`src/esc_exec_defines.svh`:
```
// Function
// [RQ1] Opcode byte A5 hex is an escape prefix; next byte picks the extended operation.
// [RQ2] Software should not use stray escape bytes as filler; they are not no-ops.
// [RQ3] Arithmetic right shift of MAC register keeps bit 39; 2 bytes, 2 cycles, no flags.
// [RQ4] With debug enabled, breakpoint halts before next instruction, PC advanced by 2.
// [RQ5] With debug disabled, breakpoint (A5 00) acts as double no-op, 2 cycles, no flags.
// [RQ6] Extended compare branch tests accumulator against @R0/@R1; branches when unequal.
// [RQ7] Target is advanced PC plus signed last byte; 3 bytes, 18 compat, 4 fast clocks.
// [RQ8] Carry set when accumulator below operand, else cleared; operands unchanged.
// [RQ9] MAC clear zeroes all 40 bits, flags untouched.
// [RQ10] Clocks counted in divider output periods: fast divides by 1, compatibility by 2.
// [RQ11] Compatibility-mode external data move with wait state adds 24 clocks.
// [RQ12] Fast-mode external data move adds one clock per wait state, 0 to 3.
// [RQ13] Standard compare-immediate indirect branch B6-B7: 3 bytes, 12 compat, 4 fast clocks.
// [RQ14] Logical left shift of MAC register, zero into bit 0, no flags.
// [RQ15] MAC register is 40 bits and accumulates signed 32-bit products.
// [RQ16] Escape with undefined second byte is a two-byte no-op.
`ifndef ESC_EXEC_DEFINES_SVH
`define ESC_EXEC_DEFINES_SVH
`define ESC_PREFIX 8'hA5
`define OP_BREAK 8'h00
`define OP_ASR 8'h03
`define OP_LSL 8'h23
`define OP_MAC 8'hA4
`define OP_CLR 8'hE4
`define OP_CJ_R0 8'hB6
`define OP_CJ_R1 8'hB7
`define OP_XMOV_ALT_RD 8'hE0
`define OP_XMOV_ALT_WR 8'hF0
`define CYC_MACSHIFT_FAST 5'h02
`define CYC_MACSHIFT_COMPAT 5'h02
`define CYC_MAC_FAST 5'h09
`define CYC_XCJ_FAST 5'h04
`define CYC_XCJ_COMPAT 5'h12
`define CYC_CJI_FAST 5'h04
`define CYC_CJI_COMPAT 5'h0C
`define CYC_XMOV_FAST 5'h05
`define CYC_XMOV_COMPAT 5'h12
`define CYC_XWAIT_COMPAT 6'h18
`define DIV_FAST 2'h1
`define DIV_COMPAT 2'h2
`define BYTES_XCJ 2'h3
`define BYTES_ESC2 2'h2
`define MAC_W 40
`endif

```
`src/esc_exec_pkg.sv`:
```
package esc_exec_pkg;
  typedef enum logic [1:0] {ST_IDLE, ST_ESC, ST_DISP, ST_WAIT} exec_state_e;
  typedef enum logic [3:0] {
    XOP_NONE, XOP_BREAK, XOP_ASR, XOP_LSL, XOP_CLR, XOP_MAC, XOP_XCJ, XOP_CJI, XOP_XMOV, XOP_NOP2
  } xop_e;
endpackage : esc_exec_pkg

```
`src/clk_divider.sv`:
```
`timescale 1ns/100ps
`include "esc_exec_defines.svh"
// Clock divider producing one-cycle enables; ratio 1 or 2 by mode.
module clk_divider
  import esc_exec_pkg::*;
(
  input wire logic ref_clk,
  input wire logic sys_rst,
  input wire logic fast_mode,
  output logic clk_en
);
  logic [1:0] cnt_ff;
  logic [1:0] nxt_cnt;
  wire [1:0] ratio = fast_mode ? `DIV_FAST : `DIV_COMPAT; // RQ10
  wire wrap = (cnt_ff + 2'd1 >= ratio);
  assign nxt_cnt = wrap ? 2'd0 : cnt_ff + 2'd1;
  assign clk_en = wrap;
  always_ff @(posedge ref_clk or posedge sys_rst) begin
    if (sys_rst) cnt_ff <= 2'd0;
    else cnt_ff <= nxt_cnt;
  end
  div_fast_a: assert property (@(posedge ref_clk) disable iff (sys_rst) // RQ10
    fast_mode |-> clk_en) else $error("fast mode enable not every cycle");
  // A switch to fast mode may legally bring the next enable at once
  div_compat_a: assert property (@(posedge ref_clk) disable iff (sys_rst) // RQ10
    (!fast_mode && clk_en && $past(!fast_mode)) |=> (fast_mode || !clk_en))
    else $error("compat enable too dense");
endmodule : clk_divider

```
`src/esc_exec.sv`:
```
`timescale 1ns/100ps
`include "esc_exec_defines.svh"
module esc_exec
  import esc_exec_pkg::*;
(
  input wire logic ref_clk,
  input wire logic sys_rst,
  input wire logic fast_mode_pin,
  input wire logic debug_enable_pin,
  input wire logic [1:0] wait_states_pin,
  input wire logic xmem_wait_pin,
  input wire logic op_valid,
  input wire logic [7:0] op_byte,
  input wire logic [7:0] disp_byte,
  input wire logic [7:0] acc,
  input wire logic [7:0] ind_ram,
  input wire logic [15:0] pc_in,
  input wire logic [31:0] mac_product,
  output logic busy,
  output logic done,
  output logic debug_halt,
  output logic pc_load,
  output logic [15:0] pc_out,
  output logic carry_we,
  output logic carry_out,
  output logic ind_sel,
  output logic [`MAC_W-1:0] mac_reg,
  output logic [5:0] last_cycles
);
  // ****************************************
  // Pin synchronisers
  // ****************************************
  logic [1:0] fast_s_ff, dbg_s_ff, xw_s_ff;
  logic [1:0] ws0_s_ff, ws1_s_ff;
  always_ff @(posedge ref_clk or posedge sys_rst) begin
    if (sys_rst) begin
      fast_s_ff <= 2'h0;
      dbg_s_ff <= 2'h0;
      xw_s_ff <= 2'h0;
      ws0_s_ff <= 2'h0;
      ws1_s_ff <= 2'h0;
    end else begin
      fast_s_ff <= {fast_s_ff[0], fast_mode_pin};
      dbg_s_ff <= {dbg_s_ff[0], debug_enable_pin};
      xw_s_ff <= {xw_s_ff[0], xmem_wait_pin};
      ws0_s_ff <= {ws0_s_ff[0], wait_states_pin[0]};
      ws1_s_ff <= {ws1_s_ff[0], wait_states_pin[1]};
    end
  end
  wire fast_mode = fast_s_ff[1];
  wire dbg_en = dbg_s_ff[1];
  wire xmem_wait = xw_s_ff[1];
  wire [1:0] wait_states = {ws1_s_ff[1], ws0_s_ff[1]};
  wire clk_en;
  clk_divider u_div (
    .ref_clk(ref_clk),
    .sys_rst(sys_rst),
    .fast_mode(fast_mode),
    .clk_en(clk_en)
  );
  // ****************************************
  // Decode
  // ****************************************
  exec_state_e state_ff, nxt_state;
  xop_e op_ff, nxt_op;
  logic [5:0] cnt_ff;
  logic [5:0] left_ff;
  logic [7:0] opnd_ff;
  wire take = op_valid && clk_en;
  wire is_prefix = (op_byte == `ESC_PREFIX); // RQ1
  wire is_cji = (op_byte[7:1] == 7'h5B); // RQ13
  xop_e ext_op;
  always_comb begin
    unique case (op_byte) // RQ1
      `OP_BREAK: ext_op = XOP_BREAK;
      `OP_ASR: ext_op = XOP_ASR;
      `OP_LSL: ext_op = XOP_LSL;
      `OP_CLR: ext_op = XOP_CLR;
      `OP_MAC: ext_op = XOP_MAC;
      `OP_CJ_R0, `OP_CJ_R1: ext_op = XOP_XCJ; // RQ6
      `OP_XMOV_ALT_RD, `OP_XMOV_ALT_WR: ext_op = XOP_XMOV;
      default: ext_op = XOP_NOP2; // RQ16
    endcase
  end
  // Cycle totals per operation and mode
  wire [5:0] xmov_extra = fast_mode ? {4'h0, wait_states} // RQ12
                        : (xmem_wait ? `CYC_XWAIT_COMPAT : 6'h0); // RQ11
  logic [5:0] op_cycles;
  always_comb begin
    unique case (ext_op)
      XOP_XCJ: op_cycles = fast_mode ? 6'(`CYC_XCJ_FAST) : 6'(`CYC_XCJ_COMPAT); // RQ7
      XOP_MAC: op_cycles = 6'(`CYC_MAC_FAST);
      XOP_XMOV: op_cycles = (fast_mode ? 6'(`CYC_XMOV_FAST) : 6'(`CYC_XMOV_COMPAT)) + xmov_extra;
      default: op_cycles = 6'(`CYC_MACSHIFT_FAST); // RQ3 RQ5
    endcase
  end
  wire [5:0] cji_cycles = fast_mode ? 6'(`CYC_CJI_FAST) : 6'(`CYC_CJI_COMPAT); // RQ13
  // Prefix consumes one clock; the rest is counted down in ST_WAIT.
  always_comb begin
    nxt_state = state_ff;
    nxt_op = op_ff;
    unique case (state_ff)
      ST_IDLE: if (take && is_prefix) nxt_state = ST_ESC;
        else if (take && is_cji) begin
          nxt_state = ST_WAIT;
          nxt_op = XOP_CJI;
        end
      ST_ESC: if (take) begin
          nxt_state = ST_WAIT;
          nxt_op = ext_op;
        end
      ST_DISP: nxt_state = ST_IDLE;
      ST_WAIT: if (clk_en && left_ff <= 6'd1) nxt_state = ST_IDLE;
    endcase
  end
  wire finish = (state_ff == ST_WAIT) && clk_en && (left_ff <= 6'd1);
  // ****************************************
  // Execution
  // ****************************************
  wire [`MAC_W-1:0] prod_ext = {{(`MAC_W-32){mac_product[31]}}, mac_product};
  logic [`MAC_W-1:0] nxt_mac;
  always_comb begin
    nxt_mac = mac_reg;
    if (finish) begin
      unique case (op_ff)
        XOP_ASR: nxt_mac = {mac_reg[`MAC_W-1], mac_reg[`MAC_W-1:1]}; // RQ3
        XOP_LSL: nxt_mac = {mac_reg[`MAC_W-2:0], 1'b0}; // RQ14
        XOP_CLR: nxt_mac = '0; // RQ9
        XOP_MAC: nxt_mac = mac_reg + prod_ext; // RQ15
        default: nxt_mac = mac_reg;
      endcase
    end
  end
  wire is_cmp = (op_ff == XOP_XCJ) || (op_ff == XOP_CJI);
  // Compare sources: extended form uses acc, standard form the latched opnd_ff; both against ind_ram
  wire [7:0] rhs = ind_ram;
  // Standard form's rel byte arrives as last byte; latched opnd_ff holds the last byte taken, the B6/B7 opcode
  wire [7:0] cmp_lhs = (op_ff == XOP_XCJ) ? acc : opnd_ff;
  wire unequal = (cmp_lhs != rhs); // RQ6
  wire below = (cmp_lhs < rhs); // RQ8
  wire [15:0] target = pc_in + {{8{disp_byte[7]}}, disp_byte}; // RQ7
  always_ff @(posedge ref_clk or posedge sys_rst) begin
    if (sys_rst) begin
      state_ff <= ST_IDLE;
      op_ff <= XOP_NONE;
      left_ff <= 6'h0;
      cnt_ff <= 6'h00;
      opnd_ff <= 8'h0;
    end else begin
      state_ff <= nxt_state;
      op_ff <= nxt_op;
      if (state_ff == ST_ESC && take) left_ff <= op_cycles - 6'd1;
      else if (state_ff == ST_IDLE && take && is_cji) left_ff <= cji_cycles;
      else if (state_ff == ST_WAIT && clk_en) left_ff <= left_ff - 6'd1;
      if (state_ff == ST_IDLE && take) cnt_ff <= 6'h01;
      else if (state_ff != ST_IDLE && clk_en) cnt_ff <= cnt_ff + 6'h01;
      if (take) opnd_ff <= op_byte;
    end
  end
  always_ff @(posedge ref_clk or posedge sys_rst) begin
    if (sys_rst) begin
      mac_reg <= '0;
      busy <= 1'b0;
      done <= 1'b0;
      debug_halt <= 1'b0;
      pc_load <= 1'b0;
      pc_out <= 16'h0;
      carry_we <= 1'b0;
      carry_out <= 1'b0;
      ind_sel <= 1'b0;
      last_cycles <= 6'h00;
    end else begin
      mac_reg <= nxt_mac;
      busy <= (nxt_state != ST_IDLE);
      done <= finish;
      debug_halt <= finish && (op_ff == XOP_BREAK) && dbg_en; // RQ4 RQ5
      pc_load <= finish && is_cmp && unequal; // RQ6
      pc_out <= (finish && is_cmp) ? target : pc_in; // RQ4 PC already past the 2 bytes
      carry_we <= finish && is_cmp; // RQ8
      carry_out <= (finish && is_cmp) ? below : carry_out; // RQ8
      if (state_ff == ST_ESC && take) ind_sel <= op_byte[0];
      if (finish) last_cycles <= cnt_ff;
    end
  end
  // ****************************************
  // Checks
  // ****************************************
  asr_sign_a: assert property (@(posedge ref_clk) disable iff (sys_rst) // RQ3
    (finish && op_ff == XOP_ASR) |=> (mac_reg[39] == $past(mac_reg[39]) && mac_reg[38:0] == $past(mac_reg[39:1])))
    else $error("mac shift right wrong");
  lsl_zero_a: assert property (@(posedge ref_clk) disable iff (sys_rst) // RQ14
    (finish && op_ff == XOP_LSL) |=> (mac_reg == {$past(mac_reg[38:0]), 1'b0}))
    else $error("mac shift left wrong");
  clr_zero_a: assert property (@(posedge ref_clk) disable iff (sys_rst) // RQ9
    (finish && op_ff == XOP_CLR) |=> mac_reg == 40'h0) else $error("mac clear wrong");
  mac_hold_a: assert property (@(posedge ref_clk) disable iff (sys_rst) // RQ15
    !finish |=> $stable(mac_reg)) else $error("mac changed outside an op");
  brk_halt_a: assert property (@(posedge ref_clk) disable iff (sys_rst) // RQ5
    (finish && op_ff == XOP_BREAK && !dbg_en) |=> !debug_halt) else $error("break halted while disabled");
  brk_dbg_a: assert property (@(posedge ref_clk) disable iff (sys_rst) // RQ4
    (finish && op_ff == XOP_BREAK && dbg_en) |=> debug_halt) else $error("break did not halt");
  cmp_branch_a: assert property (@(posedge ref_clk) disable iff (sys_rst) // RQ6
    (finish && op_ff == XOP_XCJ) |=> (pc_load == $past(acc != ind_ram) && carry_out == $past(acc < ind_ram)))
    else $error("compare branch wrong");
  esc_seq_a: assert property (@(posedge ref_clk) disable iff (sys_rst) // RQ1
    (state_ff == ST_IDLE && take && is_prefix) |=> state_ff == ST_ESC) else $error("prefix not escaped");
  xcj_fast_a: assert property (@(posedge ref_clk) disable iff (sys_rst) // RQ7
    (finish && op_ff == XOP_XCJ && fast_mode) |=> last_cycles == 6'h04) else $error("fast compare cycles");
  nop2_a: assert property (@(posedge ref_clk) disable iff (sys_rst) // RQ16
    (finish && op_ff == XOP_NOP2) |=> !pc_load && !debug_halt) else $error("undefined escape acted");
  c_brk: cover property (@(posedge ref_clk) finish && op_ff == XOP_BREAK && dbg_en);
  c_xcj: cover property (@(posedge ref_clk) finish && op_ff == XOP_XCJ && !fast_mode);
  c_xmov: cover property (@(posedge ref_clk) finish && op_ff == XOP_XMOV && wait_states == 2'd3);
  c_asr: cover property (@(posedge ref_clk) finish && op_ff == XOP_ASR && mac_reg[39]);
endmodule : esc_exec

```
`config.mk`:
```
export PLATFORM = sky130hd
export DESIGN_NAME = esc_exec
export DESIGN_NICKNAME = d
export VERILOG_FILES = /design/src/esc_exec_pkg.sv /design/src/clk_divider.sv /design/src/esc_exec.sv
export VERILOG_INCLUDE_DIRS = /design/src
export SDC_FILE = /design/constraint.sdc
export NUM_CORES = 1
export LEC_CHECK = 0
export ABC_AREA = 1
export BUFFER_PORTS_ARGS = -buffer_cell sky130_fd_sc_hd__buf_4
export CORE_AREA = 2 2 198 200
export CTS_BUF_LIST = sky130_fd_sc_hd__clkbuf_8
export CTS_CLUSTER_SIZE = 16
export DETAILED_ROUTE_END_ITERATION = 10
export DIE_AREA = 0 0 200 202
export HOLD_SLACK_MARGIN = 0.02
export SLEW_MARGIN = 0
export SYNTH_ARGS = -nofsm -noshare
export SYNTH_HDL_FRONTEND = slang
export SYNTH_SLANG_ARGS = --single-unit
```
`constraint.sdc`:
```
create_clock -name ref_clk -period 8.8 [get_ports ref_clk]
set_clock_uncertainty 0.1 [all_clocks]
set_input_delay 0 -clock ref_clk [delete_from_list [all_inputs] [get_ports ref_clk]]
set_output_delay 0 -clock ref_clk [all_outputs]
set_load 0.02 [all_outputs]
```
==> flow_summary.toml, run 1 <==
[finish]
fillerInstances = 4122
antenna_cells = 0
layout_common_cells = "nand2_1 (462), inv_1 (236), buf_4 (157)"
area_growth_pct = 27.7
nets = 1825
stdcell_area_um2 = 12100
layout_commonest_cell = "nand2_1"
drive_gt1_frac = 0.134
largest_register_ffs = 40

[logic_synthesis]
synthFlopType = "dfrtp_1"
synth-async-reset-ratio = 1.00
synth_cell_types = 49
yosysWarnings = 0
syn_area_per_cell_um2 = 6.54
syn_area_um2 = 9450
synth_edf_count = 0
syn_nets = 1604
syn-instance-count = 1445
ys_seq_elements = 107
ys_seq_area_frac = 0.283

[die]
start_util = 0.247
die_h_um = 202
die_area_um2 = 40400
core_area_um2 = 38300
die_width_um = 200
row_count = 72
io_pins = 157

[cts]
clock_latency_ps = 410
clock_path_buffers = 2
clk_pin_slew_ps = 130
cts_root_buffer = "clkbuf_8"
cts_sinks = 107
postCtsResizedCells = 0
post-cts-setup-buffer-count = 0
cts_tree = "built"
htreeDepth = 3
cts_buffers = 9
ctsHoldBuffers = 75

[routing]
drc = 0
wl_per_cell_um = 14.1
wl_um = 30700
vias_per_cell = 4.58
vias = 10000
drt_pass1_iterations = 6
drtIter0Drc = 516
ant_nets = 0

[timing]
min_period_over_period = 0.430
finalHoldViolations = 0
max_freq_mhz = 264
rsz0062_at_grt = "no"
slew_viol_final = 0
fin_setup_tns_ps = 0
fin_crit_ps = 3790
finalSetupViolCount = 0
slew_headroom = 0.406
tightest_slew_ps = 885

[worst_setup_path]
arrival_ps = 4010
cp.required_ps = 9020
r2r_cells = 14
cp-end-kind = "flop"
path_max_fanout = 29
start_kind = "flop"
critPathKind = "reg2reg"

[grt]
globalRoute.busiestLayer = "met2"
met2_usage = 0.269
use_met1 = 0.191
grtUsageMet3 = 0.0324
antenna_found_initial = 0
grt_first_pass_wirelength_um = 49800
grt_max_degree = 63
grt_pass1_vias = 9795
overflow = 0
grt_use_total = 0.155

[worst_hold_path]
hold_path_depth = 5
min_path_type = "in2reg"

[power_and_ir_drop]
peakVddDrop_v = 0.0000982
p_leak_nw = 6.19
power_density_nw_per_um2 = 218

[outcome]
status = "finished clean"

[place]
port-buffer-count = 156
dp_hpwl_um = 24400
placed_area_um2 = 11100
gp_congestion = 0.947

[run]
maxCapViolCount = 0
cells by family after synthesis:
| group | after synthesis | synth area share |
|---|---|---|
| and+or+nand+nor | 749 | 0.335 |
| AOI/OAI and AO/OA | 228 | 0.149 |
| xor gates and xnor gates | 16 | 0.0148 |
| adders and majority gates | 71 | 0.0956 |
| DFF | 107 | 0.283 |
| buffers and inverters | 267 | 0.114 |
| muxes | 7 | 0.00821 |
Yosys cell counts, types with 4 or more instances:
cell type / count / share of area
buf_2: 6 / 0.0032
or2_2: 10 / 0.0066
xnor2_1: 8 / 0.0074
a21oi_1: 91 / 0.048
buf_4: 4 / 0.0032
o21bai_1: 6 / 0.0048
xor2_1: 8 / 0.0074
nand3_1: 84 / 0.045
nand2_1: 462 / 0.18
inv_1: 237 / 0.094
o21ai_0: 55 / 0.029
buf_6: 6 / 0.0072
nand3b_1: 8 / 0.0064
clkbuf_1: 4 / 0.0016
nor2_4: 4 / 0.0048
a221oi_2: 4 / 0.0064
mux2_2: 6 / 0.0072
nor2_1: 132 / 0.052
nor3_1: 13 / 0.0069
a221oi_1: 32 / 0.030
nand4_1: 19 / 0.013
ha_1: 69 / 0.091
o22ai_1: 7 / 0.0046
dfrtp_1: 107 / 0.28
inv_2: 6 / 0.0024
nand2_2: 4 / 0.0026
a22oi_1: 11 / 0.0087
final timing paths:
check                                               start                endpoint  slack (ps)
worst max-delay path            u_div.cnt_ff[0]$_DFF_PP0_    pc_out[15]$_DFF_PP0_        5010
worst min-delay path                       mac_product[5]  mac_reg[5]$_DFFE_PP0P_          40
worst max register to register  u_div.cnt_ff[0]$_DFF_PP0_    pc_out[15]$_DFF_PP0_        5010
worst min register to register      ws1_s_ff[0]$_DFF_PP0_   ws1_s_ff[1]$_DFF_PP0_         260
max in group asynchronous                         sys_rst     pc_out[5]$_DFF_PP0_        7210
min in group asynchronous                         sys_rst   dbg_s_ff[1]$_DFF_PP0_         120
critical path, cell delays in order (launching register included):
cell	delay, ps
dfrtp_1	430
or2_2	320
nand2_1	70
ha_1	130
o21ai_2	50
nand2_2	160
nand2_2	120
nor2_8	150
nand3_2	520
a21oi_2	320
o21ai_1	90
nand2_1	60
dlygate4sd3_1	540
nand2_1	50
dlygate4sd3_1	560
routing by layer:
metal  vias to the layer above  routed length (µm)
met1                      4590               13400
met4                         0                 659
met2                       282               14800
met5                         -                   0
met3                        37                1870
li1                       5115                   -
power breakdown:
group / switching [mW] / internal, mW
Clock: 0.207 / 0.118
Combinational: 0.973 / 0.569
Sequential: 0.147 / 0.621
Total: 1.33 / 1.31
stage by stage:
step	util	setup WS, ps	hold WS (ps)	instances	power, mW
after global placement	0.291	6000	10.9	2098	2.24
after CTS	0.315	5030	23.0	2188	2.66
after detailed placement	0.291	5950	10.7	2098	2.26
after floorplan	-	5880	-68.6	1445	1.80
final	0.315	5010	40.7	2188	2.63
after global routing	0.315	4760	55.1	2188	2.89
cell type report:
class | count | area [µm²] | share of cell area
multi-input combinational | 1071 | 5700 | 0.472
clock buffer | 10 | 138 | 0.0114
inverter | 245 | 925 | 0.0766
timing repair buffer | 232 | 1930 | 0.160
tap | 518 | 648 | 0.0537
clock inverter | 5 | 51.3 | 0.00425
sequential | 107 | 2680 | 0.222
Power figures use the tool's default switching activity.
==> run 2: changes to the inputs <==
- clock period: 8.8 -> 3.65 ns (I/O delays scaled with it)
==> flow_summary.toml, run 2 (synthesis results as in run 1) <==
[power_and_ir_drop]
power_density_nw_per_um2 = 527
power_frac_comb = 0.584
p_seq_frac = 0.288
p_leak_nw = 6.22
swShare = 0.502
internal_power_mw = 3.18
p_clk_frac = 0.128
p_switching_mw = 3.21
peakVddDrop_v = 0.000278

[timing]
max_freq_mhz = 314
min_period_over_period = 0.872
slew_viol_final = 0
fin_setup_tns_ps = 0
finalHoldViolations = 0
slew_headroom = 0.462
finalSetupViolCount = 0
tightest_slew_ps = 808
rsz0062_at_grt = "no"
fin_crit_ps = 3180

[routing]
drt_pass1_iterations = 5
wl_um = 30400
ant_nets = 0
vias_per_cell = 4.59
drc = 0
vias = 10100
drtIter0Drc = 485
wl_per_cell_um = 13.9

[place]
dp_hpwl_um = 24100
port-buffer-count = 156
gp_congestion = 0.938

[worst_setup_path]
path_max_fanout = 9
start_kind = "flop"
path_common_cell = "dlygate4sd3_1"
rrSetupSlack_ps = 470
cp.required_ps = 3890
worstPathCellList = "inv_1 -> nor2_1 -> nand2_1 -> mux2_2 -> ha_1 -> dlygate4sd3_1 -> a21oi_1 -> dlygate4sd3_1 -> o211ai_1 -> o21ai_0"
cp-end-kind = "flop"
critPathKind = "reg2reg"
critical_path.max_stage_delay_ps = 560
arrival_ps = 3420
cp_slowest_cell = "dlygate4sd3_1"

[cts]
cts_buffers = 9
cts_root_buffer = "clkbuf_8"
clock_path_buffers = 2
cts_tree = "built"
htreeDepth = 3
cts_sinks = 107
clock_latency_ps = 430
postCtsResizedCells = 0
clk_pin_slew_ps = 130

[die]
start_util = 0.247
io_pins = 157
core_area_um2 = 38300
die_width_um = 200
die_h_um = 202
die_area_um2 = 40400
row_count = 72

[finish]
nets = 1831
antenna_cells = 0
layout_common_cells = "nand2_1 (462), inv_1 (236), buf_4 (159)"
fillerInstances = 4251
largest_register_ffs = 40
area_growth_pct = 28.5
layout_commonest_cell = "nand2_1"
final_core_util = 0.317
drive_gt1_frac = 0.135

[run]
maxCapViolCount = 0

[outcome]
status = "finished clean"

[worst_hold_path]
min_path_type = "in2reg"

[grt]
antenna_found_initial = 0
overflow = 0
grt_first_pass_wirelength_um = 49800
grt_max_degree = 60
grt_use_total = 0.154
grt_pass1_vias = 9852
-- run 2: path summary, 6_finish.rpt --
check,from,depth (start not counted),to
setup / recovery,op_ff[1]$_DFFE_PP0P_,10,carry_out$_DFFE_PP0P_
hold / removal,mac_product[24],5,mac_reg[24]$_DFFE_PP0P_
setup reg to reg,op_ff[1]$_DFFE_PP0P_,10,carry_out$_DFFE_PP0P_
hold reg to reg,fast_s_ff[0]$_DFF_PP0_,0,fast_s_ff[1]$_DFF_PP0_
max in group asynchronous,sys_rst,4,opnd_ff[4]$_DFFE_PP0P_
min in group asynchronous,sys_rst,3,mac_reg[36]$_DFFE_PP0P_
-- run 2: layout make-up --
cell class	instances	area [µm²]	share of cell area
Tap cell	518	648	0.0534
Multi-Input combinational cell	1071	5700	0.469
Sequential cell	107	2680	0.221
Clock inverter	5	51.3	0.00423
Inverter	245	925	0.0762
Clock buffer	11	151	0.0125
Timing Repair Buffer	238	1980	0.164
-- run 2: timing repair --
item	in CTS	in global routing
buffers inserted	0	0
hold buffers	79	0
endpoints found under the hold margin	127	0
-- run 2: through the flow --
| stage | hold slack [ps] | power [mW] | worst slack [ps] | cell area (µm²) | std cells |
|---|---|---|---|---|---|
| 2_1_floorplan | -68.6 | 4.34 | 733 | 9450 | 1445 |
| 3_3_place_gp | 11.3 | 5.40 | 994 | 11100 | 2100 |
| 3_5_place_dp | 12.1 | 5.45 | 904 | 11100 | 2100 |
| 4_1_cts | 24.6 | 6.43 | 469 | 12100 | 2195 |
| 5_1_grt | 68.9 | 7.02 | 194 | 12100 | 2195 |
| 6_report | 39.4 | 6.39 | 468 | 12100 | 2195 |
-- run 2: power by group through the flow --
stage               logic, mW  registers [mW]  clock network [mW]
global placement         3.54            1.86                   0
finish                   3.73            1.84               0.818
global route             4.24            1.90               0.888
detailed placement       3.59            1.87                   0
floorplan                2.36            1.98                   0
CTS                      3.74            1.85               0.845
-- run 2: layer usage --
layer  part of all wire  vias up  GRT usage
met4              0.019        0     0.0389
li1                   -     5128          -
met5                  0        -          0
met2               0.48      282      0.267
met3              0.060       37     0.0315
met1               0.44     4619      0.194
-- run 2: critical path, delay by kind of cell, from the launching register on --
| kind | cells | cell delay (ps) |
|---|---|---|
| flops | 1 | 450 |
| fa+ha+maj | 1 | 170 |
| mux | 1 | 390 |
| compound gates | 3 | 340 |
| simple gates | 2 | 420 |
| buf+inv | 3 | 1250 |
